<file path="config.mk">
export PLATFORM = sky130hd
export DESIGN_NAME = phy_event_status_mask_reg
export DESIGN_NICKNAME = d
export VERILOG_FILES = /design/src/hw/phy_event_pkg.sv /design/src/hw/phy_event_status_mask_reg.sv
export SDC_FILE = /design/constraint.sdc
export NUM_CORES = 1
export LEC_CHECK = 0
export ABC_AREA = 1
export BUFFER_PORTS_ARGS = -buffer_cell sky130_fd_sc_hd__buf_2
export CAP_MARGIN = 20
export CORE_ASPECT_RATIO = 1.2
export CORE_UTILIZATION = 56
export DETAILED_ROUTE_END_ITERATION = 10
export HOLD_SLACK_MARGIN = 0.05
export PLACE_DENSITY_LB_ADDON = 0.1
export SETUP_SLACK_MARGIN = 0.1
export SYNTH_ARGS = -nofsm -noshare
export SYNTH_HDL_FRONTEND = slang
export SYNTH_SLANG_ARGS = --single-unit
export TNS_END_PERCENT = 30
</file>
<file path="constraint.sdc">
create_clock -name sys_clk -period 2.75 [get_ports sys_clk]
set_input_delay 0.1375 -clock sys_clk [delete_from_list [all_inputs] [get_ports sys_clk]]
set_output_delay 0.1375 -clock sys_clk [all_outputs]
set_load 0.01 [all_outputs]
</file>
<file path="src/hw/phy_event_pkg.sv">
package phy_event_pkg;

	// ----------------------------------------------------------------
	// Register map (5-bit management register address)
	// ----------------------------------------------------------------
	localparam logic [4:0]  ADDR_INT_TEST   = 5'h11;
	localparam logic [4:0]  ADDR_STAT_EN    = 5'h12;
	localparam logic [4:0]  ADDR_FC_COUNT   = 5'h14;
	localparam logic [4:0]  ADDR_RXERR_CNT  = 5'h15;

	// ----------------------------------------------------------------
	// Field positions in interrupt_status_enable_one
	// ----------------------------------------------------------------
	localparam int          STAT_LSB        = 8;   // Flags sit in bits 15:8
	localparam int          NUM_EVENTS      = 8;
	localparam int          BIT_LQ_FLAG     = 15;
	localparam int          BIT_ED_FLAG     = 14;
	localparam int          BIT_LS_FLAG     = 13;
	localparam int          BIT_WAKE_FLAG   = 12;
	localparam int          BIT_ESD_FLAG    = 11;
	localparam int          BIT_MST_FLAG    = 10;
	localparam int          BIT_FC_FLAG     = 9;
	localparam int          BIT_RXE_FLAG    = 8;

	// Fields of the interrupt test register
	localparam int          BIT_POLARITY    = 3;
	localparam int          BIT_TEST_INT    = 2;

	// ----------------------------------------------------------------
	// Reset values and counter limits
	// ----------------------------------------------------------------
	localparam logic [7:0]  ENABLE_RESET    = 8'h00;
	localparam logic [7:0]  FLAGS_RESET     = 8'h00;
	localparam logic        POLARITY_RESET  = 1'b1;
	localparam logic        TEST_INT_RESET  = 1'b0;
	localparam logic [7:0]  FC_HALF_FULL    = 8'h7f;
	localparam logic [7:0]  FC_MAX          = 8'hff;
	localparam logic [15:0] RXE_HALF_FULL   = 16'h7fff;
	localparam logic [15:0] RXE_MAX         = 16'hffff;
	localparam logic [15:0] READ_ZERO       = 16'h0000;
	localparam logic        LINE_RESET      = 1'b0;
	localparam logic [7:0]  FC_CNT_RESET    = 8'h00;
	localparam logic [15:0] RXE_CNT_RESET   = 16'h0000;

endpackage

</file>
<file path="src/hw/phy_event_status_mask_reg.sv">
`timescale 1ns/1ps
module phy_event_status_mask_reg (
	input  wire logic        sys_clk,
	input  wire logic        arst_n,
	input  wire logic [4:0]  reg_addr,
	input  wire logic [15:0] reg_wdata,
	input  wire logic        reg_wr,
	input  wire logic        reg_rd,
	output logic      [15:0] reg_rdata,
	input  wire logic        link_up,
	input  wire logic        link_quality_good,
	input  wire logic        energy_detect,
	input  wire logic        wake_frame,
	input  wire logic        esd_event,
	input  wire logic        master_slave_training,
	input  wire logic        false_carrier,
	input  wire logic        receive_error,
	output logic             int_pin
);

	// ----------------------------------------------------------------
	// Reset synchroniser
	// ----------------------------------------------------------------
	logic        rst_meta_q;
	logic        rst_n_q;

	// Release is synchronous so no flop sees a partial reset edge
	always_ff @(posedge sys_clk or negedge arst_n) begin
		if (!arst_n) begin
			rst_meta_q <= 1'b0;
			rst_n_q    <= 1'b0;
		end else begin
			rst_meta_q <= 1'b1;
			rst_n_q    <= rst_meta_q;
		end
	end

	// ----------------------------------------------------------------
	// Register decode
	// ----------------------------------------------------------------
	logic        wr_stat;
	logic        rd_stat;
	logic        wr_test;
	logic        rd_fc;
	logic        rd_rxe;

	assign wr_stat = reg_wr && (reg_addr == phy_event_pkg::ADDR_STAT_EN);
	assign rd_stat = reg_rd && (reg_addr == phy_event_pkg::ADDR_STAT_EN);
	assign wr_test = reg_wr && (reg_addr == phy_event_pkg::ADDR_INT_TEST);
	assign rd_fc   = reg_rd && (reg_addr == phy_event_pkg::ADDR_FC_COUNT);
	assign rd_rxe  = reg_rd && (reg_addr == phy_event_pkg::ADDR_RXERR_CNT);

	// ----------------------------------------------------------------
	// Previous line states for change detection
	// ----------------------------------------------------------------
	logic        link_up_q;
	logic        link_up_chg;
	logic        lq_good_chg;
	logic        energy_chg;

	// One detector per level line; a link_up or energy_detect line high straight after reset
	// reports one change, which software clears with its first read
	level_change_detect #(
		.RESET_VAL (phy_event_pkg::LINE_RESET)
	) link_up_change_i (
		.sys_clk (sys_clk),
		.rst_n   (rst_n_q),
		.level   (link_up),
		.level_q (link_up_q),
		.changed (link_up_chg)
	);

	level_change_detect #(
		.RESET_VAL (phy_event_pkg::LINE_RESET)
	) lq_good_change_i (
		.sys_clk (sys_clk),
		.rst_n   (rst_n_q),
		.level   (link_quality_good),
		.level_q (),
		.changed (lq_good_chg)
	);

	level_change_detect #(
		.RESET_VAL (phy_event_pkg::LINE_RESET)
	) energy_change_i (
		.sys_clk (sys_clk),
		.rst_n   (rst_n_q),
		.level   (energy_detect),
		.level_q (),
		.changed (energy_chg)
	);

	// ----------------------------------------------------------------
	// Event counters
	// ----------------------------------------------------------------
	logic [7:0]  fc_cnt_q;
	logic [15:0] rxe_cnt_q;
	logic        fc_half_evt;
	logic        rxe_half_evt;

	// False-carrier count: 8 bits, crossing event past the midpoint,
	// held at the top so a long burst cannot wrap into a second crossing
	sat_event_counter #(
		.WIDTH     (8),
		.HALF_FULL (phy_event_pkg::FC_HALF_FULL),
		.MAX_COUNT (phy_event_pkg::FC_MAX),
		.RESET_VAL (phy_event_pkg::FC_CNT_RESET)
	) fc_counter_i (
		.sys_clk   (sys_clk),
		.rst_n     (rst_n_q),
		.count_evt (false_carrier),
		.clear_rd  (rd_fc),
		.count_q   (fc_cnt_q),
		.half_evt  (fc_half_evt)
	);

	// Receive-error count, same behaviour on a 16-bit range
	sat_event_counter #(
		.WIDTH     (16),
		.HALF_FULL (phy_event_pkg::RXE_HALF_FULL),
		.MAX_COUNT (phy_event_pkg::RXE_MAX),
		.RESET_VAL (phy_event_pkg::RXE_CNT_RESET)
	) rxe_counter_i (
		.sys_clk   (sys_clk),
		.rst_n     (rst_n_q),
		.count_evt (receive_error),
		.clear_rd  (rd_rxe),
		.count_q   (rxe_cnt_q),
		.half_evt  (rxe_half_evt)
	);

	// ----------------------------------------------------------------
	// Event sources, one per flag
	// ----------------------------------------------------------------
	logic [7:0]  evt;

	always_comb begin
		evt = 8'h00;
		evt[phy_event_pkg::BIT_LQ_FLAG - phy_event_pkg::STAT_LSB] =
			link_up && link_up_q && lq_good_chg;
		evt[phy_event_pkg::BIT_ED_FLAG - phy_event_pkg::STAT_LSB] =
			energy_chg;
		evt[phy_event_pkg::BIT_LS_FLAG - phy_event_pkg::STAT_LSB] =
			link_up_chg;
		evt[phy_event_pkg::BIT_WAKE_FLAG - phy_event_pkg::STAT_LSB] = wake_frame;
		evt[phy_event_pkg::BIT_ESD_FLAG - phy_event_pkg::STAT_LSB]  = esd_event;
		evt[phy_event_pkg::BIT_MST_FLAG - phy_event_pkg::STAT_LSB]  =
			master_slave_training;
		evt[phy_event_pkg::BIT_FC_FLAG - phy_event_pkg::STAT_LSB]   = fc_half_evt;
		evt[phy_event_pkg::BIT_RXE_FLAG - phy_event_pkg::STAT_LSB]  = rxe_half_evt;
	end

	// ----------------------------------------------------------------
	// Latched flags and enables
	// ----------------------------------------------------------------
	logic [7:0]  flags_q;
	logic [7:0]  enable_q;
	logic        polarity_q;
	logic        test_int_q;

	// One sticky cell per event bit, all cleared by the same status read
	for (genvar i = 0; i < phy_event_pkg::NUM_EVENTS; i++) begin : g_flag
		sticky_flag #(
			.RESET_VAL (phy_event_pkg::FLAGS_RESET[i])
		) flag_i (
			.sys_clk  (sys_clk),
			.rst_n    (rst_n_q),
			.set_evt  (evt[i]),
			.clear_rd (rd_stat),
			.flag_q   (flags_q[i])
		);
	end

	// Enables live in the low byte; flag bits ignore writes
	always_ff @(posedge sys_clk or negedge rst_n_q) begin
		if (!rst_n_q) begin
			enable_q <= phy_event_pkg::ENABLE_RESET;
		end else if (wr_stat) begin
			enable_q <= reg_wdata[7:0];
		end
	end

	// Polarity and forced-interrupt controls
	always_ff @(posedge sys_clk or negedge rst_n_q) begin
		if (!rst_n_q) begin
			polarity_q <= phy_event_pkg::POLARITY_RESET;
			test_int_q <= phy_event_pkg::TEST_INT_RESET;
		end else if (wr_test) begin
			polarity_q <= reg_wdata[phy_event_pkg::BIT_POLARITY];
			test_int_q <= reg_wdata[phy_event_pkg::BIT_TEST_INT];
		end
	end

	// ----------------------------------------------------------------
	// Interrupt pin
	// ----------------------------------------------------------------
	logic        int_active;

	assign int_active = (|(flags_q & enable_q)) || test_int_q;

	// Registered so the pin never glitches on decode paths
	always_ff @(posedge sys_clk or negedge rst_n_q) begin
		if (!rst_n_q) begin
			int_pin <= phy_event_pkg::POLARITY_RESET;
		end else begin
			int_pin <= polarity_q ? !int_active : int_active;
		end
	end

	// ----------------------------------------------------------------
	// Read data, valid the cycle after the strobe
	// ----------------------------------------------------------------
	logic [15:0] rdata_d;

	always_comb begin
		rdata_d = phy_event_pkg::READ_ZERO;
		if (rd_stat) begin
			rdata_d = {flags_q, enable_q};
		end else if (reg_rd && (reg_addr == phy_event_pkg::ADDR_INT_TEST)) begin
			rdata_d[phy_event_pkg::BIT_POLARITY] = polarity_q;
			rdata_d[phy_event_pkg::BIT_TEST_INT] = test_int_q;
		end else if (rd_fc) begin
			rdata_d = {8'h00, fc_cnt_q};
		end else if (rd_rxe) begin
			rdata_d = rxe_cnt_q;
		end
	end

	always_ff @(posedge sys_clk or negedge rst_n_q) begin
		if (!rst_n_q) begin
			reg_rdata <= phy_event_pkg::READ_ZERO;
		end else begin
			reg_rdata <= rdata_d;
		end
	end

endmodule

// ----------------------------------------------------------------
// Saturating event counter, cleared by a read of its register
// ----------------------------------------------------------------
module sat_event_counter #(
	parameter int               WIDTH     = 8,
	parameter logic [WIDTH-1:0] HALF_FULL = '0,
	parameter logic [WIDTH-1:0] MAX_COUNT = '1,
	parameter logic [WIDTH-1:0] RESET_VAL = '0
) (
	input  wire logic             sys_clk,
	input  wire logic             rst_n,
	input  wire logic             count_evt,
	input  wire logic             clear_rd,
	output logic      [WIDTH-1:0] count_q,
	output logic                  half_evt
);

	localparam logic [WIDTH-1:0] ONE = WIDTH'(1);

	logic [WIDTH-1:0] count_d;

	// A read clears, but an event in that cycle counts as one so none is lost
	always_comb begin
		count_d = count_q;
		if (clear_rd) begin
			count_d = count_evt ? ONE : RESET_VAL;
		end else if (count_evt && (count_q != MAX_COUNT)) begin
			count_d = count_q + ONE;
		end
	end

	// Holding at the top stops a wrap from faking a second crossing
	always_ff @(posedge sys_clk or negedge rst_n) begin
		if (!rst_n) begin
			count_q <= RESET_VAL;
		end else begin
			count_q <= count_d;
		end
	end

	// Fires once, on the step past the midpoint; a read rearms it
	assign half_evt = (count_q == HALF_FULL) && (count_d > HALF_FULL);

endmodule

// ----------------------------------------------------------------
// Change detector for one level line
// ----------------------------------------------------------------
module level_change_detect #(
	parameter logic RESET_VAL = 1'b0
) (
	input  wire logic sys_clk,
	input  wire logic rst_n,
	input  wire logic level,
	output logic      level_q,
	output logic      changed
);

	// History starts at the idle level so reset makes no false edge on a quiet line
	always_ff @(posedge sys_clk or negedge rst_n) begin
		if (!rst_n) begin
			level_q <= RESET_VAL;
		end else begin
			level_q <= level;
		end
	end

	// Either edge counts, as both directions of a level change matter
	assign changed = level != level_q;

endmodule

// ----------------------------------------------------------------
// Latched-high status cell
// ----------------------------------------------------------------
module sticky_flag #(
	parameter logic RESET_VAL = 1'b0
) (
	input  wire logic sys_clk,
	input  wire logic rst_n,
	input  wire logic set_evt,
	input  wire logic clear_rd,
	output logic      flag_q
);

	// Set beats clear: an event in the read cycle waits for the next read
	always_ff @(posedge sys_clk or negedge rst_n) begin
		if (!rst_n) begin
			flag_q <= RESET_VAL;
		end else begin
			flag_q <= set_evt || (flag_q && !clear_rd);
		end
	end

endmodule

</file>
# [Word level (Yosys, flattened, before mapping)]
# Cells that the tools add are included.
[classes] n_lt_le_gt_ge=2 n_reduce_logical=32 bitwise_logic=1 eq_ne=11 n_mux=13 addsub=2
[ops] cell="16-bit 2-to-1 mux" n=5
[ops] cell="5-bit == test, second input constant" n=4
[ops] cell="1-bit logical AND" n=20
[ops] cell="16-bit by 1-bit adder with 16-bit output, second input constant" n=1
[ops] cell="16-bit by 15-bit == test with 1-bit output, second input constant" n=1
[ops] cell="16-bit by 15-bit > comparator with 1-bit output, second input constant" n=1
[ops] cell="8-bit 2-to-1 mux" n=2
[ops] cell="16-bit inequality test, second input constant" n=1
[ops] cell="12-bit 2-to-1 mux" n=1
[ops] cell="1-bit logical OR" n=9
[ops] cell="8-bit by 1-bit adder with 8-bit output, second input constant" n=1
[ops] cell="8-bit AND" n=1
[ops] cell="8-bit by 7-bit == test with 1-bit output, second input constant" n=1
[ops] cell="8-bit by 7-bit > comparator with 1-bit output, second input constant" n=1
[ops] cell="8-bit inequality test, second input constant" n=1
[ops] cell="8-bit OR reduction" n=1
[ops] cell="2-bit 2-to-1 mux" n=2
[ops] cell="1-bit 2-to-1 mux" n=3
[ops] cell="1-bit inequality test" n=3
[ops] cell="1-bit zero test" n=2
[totals] out_inout_bits=17 ff_bits=64

# [Depth between registers and ports, before layout]
[logic_depth] depth_word=7 depth_mapped=10 depth_no_buf=10

# [Cells and area by module]
# A second synthesis with hierarchy kept.
[unflattened] hier_cells=431 area_unflattened_um2=3316.9
[modules_own_cells] mod="phy_event_status_mask_reg" n_inst=1 area_per_inst_um2=1331.3 cells_per_inst=161
[modules_own_cells] mod="sat_event_counter at rxe_counter_i" n_inst=1 area_per_inst_um2=1036.0 cells_per_inst=148
[modules_own_cells] mod="sat_event_counter at fc_counter_i" n_inst=1 area_per_inst_um2=498.0 cells_per_inst=64
[modules_own_cells] mod="sticky_flag" n_inst=8 area_per_inst_um2=40.0 cells_per_inst=5
[modules_own_cells] mod="level_change_detect" n_inst=3 area_per_inst_um2=43.8 cells_per_inst=6

# [Worst setup path after synthesis]
# OpenSTA, ideal clock, no wires.
[synth_timing] kind="flip-flop to flip-flop" start="register rxe_counter_i.count_q[0]" end="register rxe_counter_i.count_q[3]" path_slack_ns=1.212 setup_time_ns=0.132 stages_incl_launch_ff=10 period_less_slack_ns=1.538 arrival_time_ns=1.407 cell_sequence="dfrtp_1 ha_1 inv_1 nor2_2 nand2_2 o21ai_4 inv_2 buf_6 o21ai_1 nor2_1"
[synth_between] elab_chain_cells=4 elab_cells_between_ends=5 cone_classes="add/sub (1); eq/ne (1); mux (2); reduce/logical (1)"
[synth_rtl] item="start, declared" line_no="phy_event_status_mask_reg.sv:252" source="output logic [WIDTH-1:0] count_q,"
[synth_rtl] item="start signal, assigned" line_no="phy_event_status_mask_reg.sv:275" source="count_q <= count_d;"
[synth_rtl] item="parallel branches: the longest is 2 deep, another holds 16-bit by 1-bit adder with 16-bit output"
[synth_rtl] item="16-bit 2-to-1 mux *" line_no="phy_event_status_mask_reg.sv:265" source="end else if (count_evt && (count_q != MAX_COUNT)) begin"
[synth_rtl] item="16-bit 2-to-1 mux *" line_no="phy_event_status_mask_reg.sv:263" source="if (clear_rd) begin"
[synth_rtl] item="net rxe_counter_i.count_d[3]" line_no="phy_event_status_mask_reg.sv:258" source="logic [WIDTH-1:0] count_d;"
# Mark *: on every way through the listed nets, which the timed path passes.
# A chain may end at the register's enable or synchronous reset.

# [Final worst setup path]
# Ends and elaborated chain as after synthesis.

==> impl_metrics.py <==
metrics = {
    "outcome": {
        "status": "finished clean",
    },
    "sta": {
        "hold_violations": 0,
        "fin_ws_ps": 791.6,
        "drv_slew": 0,
        "slew-limit-headroom_pct": 48.01,
        "fmax_mhz": 510.6,
        "setup_tns_ps": 0,
        "tightest_slew_ps": 779.9,
        "finalSetupViolations": 0,
        "finalClockSkew_ps": 3.796,
        "min_period_ps": 1958,
        "finalCritPeriodShare_pct": 71.21,
        "rsz0062_at_grt": "false",
    },
    "global_routing": {
        "track_usage_pct": 26.24,
        "grt_pass1_vias": 2582,
        "antenna_found_initial": 0,
        "grt_start_max_net_pins": 63,
        "grt_pass1_wl_mm": 11.99,
        "globalRouteOverflowTotal": 0,
    },
    "detailed_routing": {
        "drt-wirelength-per-cell_um": 13.67,
        "viasPerCell": 5.228,
        "drc": 0,
        "vias": 2703,
        "dr_wl_met3_um": 253,
        "ant_nets": 0,
        "wirelength_mm": 7.067,
        "wl_met2_mm": 3.466,
        "dr.first_iter.drc_count": 214,
        "detail_route.first_pass.iterations": 4,
        "dr.max_layer_used": "met4",
        "wl_met1_mm": 3.235,
    },
    "critical_path": {
        "path_delay_family": "compound AO/OA/AOI/OAI gates",
        "path_buf_inv": 2,
        "worstPathRequired_ps": 2980,
        "critPathArrivalTime_ps": 2190,
        "critPathSlowestCell": "dfrtp_1",
        "path_cells": "ha_1 > inv_1 > nor2_2 > nand2_2 > o21ai_4 > inv_2 > o21ai_1 > nor2_1",
        "r2r_setup_slack_ps": 790,
        "reg2reg_depth": 8,
        "criticalPathCategory": "flop to flop",
        "setup.worst_path.start_class": "flop",
        "startpoint": "rxe_counter_i.count_q[0]$_DFF_PN0_",
        "path_max_fanout": 16,
        "endpoint_kind": "flop",
        "reg2reg_from": "rxe_counter_i.count_q[0]$_DFF_PN0_",
        "crit_end": "rxe_counter_i.count_q[3]$_DFF_PN0_",
        "regToRegEndpoint": "rxe_counter_i.count_q[3]$_DFF_PN0_",
        "slowest_delay_ps": 440,
        "path_depth": 8,
    },
    "floorplan": {
        "floorplan.die_area_um2": 5899,
        "die_h_um": 83.94,
        "io_pins": 50,
        "initial_core_util_pct": 58.74,
        "fp-row-count": 29,
        "die-width_um": 70.28,
        "core_area_um2": 5334,
    },
    "power_and_ir_drop": {
        "ir_worst_vdd_uv": 628.8,
        "p_leak_nw": 2.004,
        "powerDensity_nw_per_um2": 776.4,
    },
    "layout": {
        "nets": 486,
        "final_cells": 517,
        "final_common_cell": "nand2_1",
        "final_cell_mix": "nand2_1, dfrtp_1, nor2_1",
        "area_growth_pct": 18.17,
        "drive_gt1_share_pct": 16.04,
        "antenna_cells": 0,
    },
    "yosys": {
        "synth.distinct_cells": 33,
        "syn_area_um2": 3133,
        "syn_area_per_cell_um2": 8.054,
        "seq_area_frac_synth_pct": 51.20,
        "ys_top_cells_by_area": "dfrtp_1, nand2_1, nor2_1, inv_1, o21ai_0",
        "synth_area_leader_cell": "dfrtp_1",
        "synthCells": 389,
        "ys_ff_latch": 64,
        "yosysWarnings": 0,
        "synth_top_area_share_pct": 49.52,
        "synth_nets": 425,
    },
    "clock_network": {
        "clock-sinks": 64,
        "htree_levels": 3,
        "cts_tree": "built",
        "cts-root-buf": "clkbuf_8",
        "cts.path.max_buffers": 2,
        "insertion_delay_ps": 350,
        "clkSlewWorstSetupHoldPaths_ps": 70,
        "cts-buffers-inserted": 9,
        "cts.repair.resized": 0,
    },
    "min_path": {
        "hold_class": "input pin to flop",
        "holdPathStages": 3,
    },
    "placement": {
        "dp_slack_ps": 814.2,
        "dp_hpwl_mm": 4.947,
        "dp.cells": 487,
        "place.gp.congestion": 0.8656,
        "io_buffer_count": 41,
    },
    "flow_run": {
        "cap_violations": 0,
    },
}
metal layers:
metal,GRT usage [%],vias to the layer above
met3,3.623,11
met1,34.22,1265
met4,11.45,0
li1,-,1365
met2,43.38,62
met5,0,-
power by group:
group	leakage, nW	internal [mW]	switching (mW)
logic	1.16	0.308	0.496
clock network	0.0858	0.322	0.371
registers	0.760	1.14	0.236
total	2.00	1.77	1.10
worst register-to-register path, delay by kind of cell, from the launching register on:
| kind | cells | cell delay, ps |
|---|---|---|
| AOI/OAI and AO/OA | 2 | 540 |
| adders and majority gates | 1 | 250 |
| buffers and inverters | 2 | 310 |
| DFF | 1 | 440 |
| and+or+nand+nor | 3 | 310 |
timing repair:
action,4_1_cts,5_1_grt
hold buffers,14,0
setup buffers,0,0
endpoints found under the hold margin,16,0
cells by family after synthesis:
family | count (synthesis) | synth area share, %
other | 1 | 0.1197
AOI/OAI and AO/OA | 60 | 10.94
adders and majority gates | 3 | 1.198
muxes | 4 | 1.438
buffers and inverters | 57 | 7.189
and+or+nand+nor | 188 | 24.56
DFF | 64 | 51.20
xor gates and xnor gates | 12 | 3.355
cell type report:
class	instances	area [um^2]
clock buffer	10	127.6
clock inverter	6	36.28
fill	440	1632
inverter	49	183.9
multi-input combinational	268	1304
sequential	64	1605
tap	62	77.57
timing repair buffer	58	367.9
how the worst min path moves through the flow:
stage                               to  slack, ps          from
2_1_floorplan     rst_meta_q$_DFF_PN0_       -160        arst_n
3_3_place_gp      rst_meta_q$_DFF_PN0_        -80        arst_n
3_5_place_dp      rst_meta_q$_DFF_PN0_        -80        arst_n
4_1_cts        enable_q[6]$_DFFE_PN0P_         60  reg_wdata[6]
5_1_grt        enable_q[6]$_DFFE_PN0P_         80  reg_wdata[6]
6_report       enable_q[6]$_DFFE_PN0P_         60  reg_wdata[6]
Yosys cell counts:
library cell  instances
nand3_2               1
nand4_1               7
xnor2_1               1
o22ai_1               8
nand2_2               2
a211oi_1              1
nor2_2                1
nand2_1             107
o21ai_0              24
nor2_1               50
mux2_2                4
dfstp_2               2
clkinv_1              2
inv_2                 1
clkbuf_1              6
nor3_1                1
o2111ai_1             1
and3_1                1
xor2_1               11
nand3_1              17
nor2_4                1
dfrtp_1              62
buf_6                 1
conb_1                1
o21ai_1               5
a21oi_1              14
inv_1                46
o21ai_4               1
o21a_1                1
ha_1                  3
o211ai_1              1
o21bai_1              4
buf_4                 1
sequential cells by signal (all words and copies together) (netlist names):
name / cells
fc_counter_i.count_q: 8
test_int_q: 1
rxe_counter_i.count_q: 16
int_pin: 1
reg_rdata: 16
polarity_q: 1
lq_good_change_i.level_q: 1
link_up_change_i.level_q: 1
rst_n_q: 1
enable_q: 8
rst_meta_q: 1
energy_change_i.level_q: 1
g_flag.flag_i.flag_q: 8
through the flow:
step | hold WS (ps) | cell area [um^2] | power, mW | util (%)
after floorplan | -158.1 | 3133 | 1.954 | -
after global placement | -79.28 | 3398 | 2.135 | 63.71
after detailed placement | -75.30 | 3398 | 2.167 | 63.71
after CTS | 58.78 | 3702 | 2.877 | 69.41
after global routing | 76.38 | 3702 | 3.077 | 69.41
final | 63.75 | 3702 | 2.874 | 69.41
(Power assumes the default switching activity.)
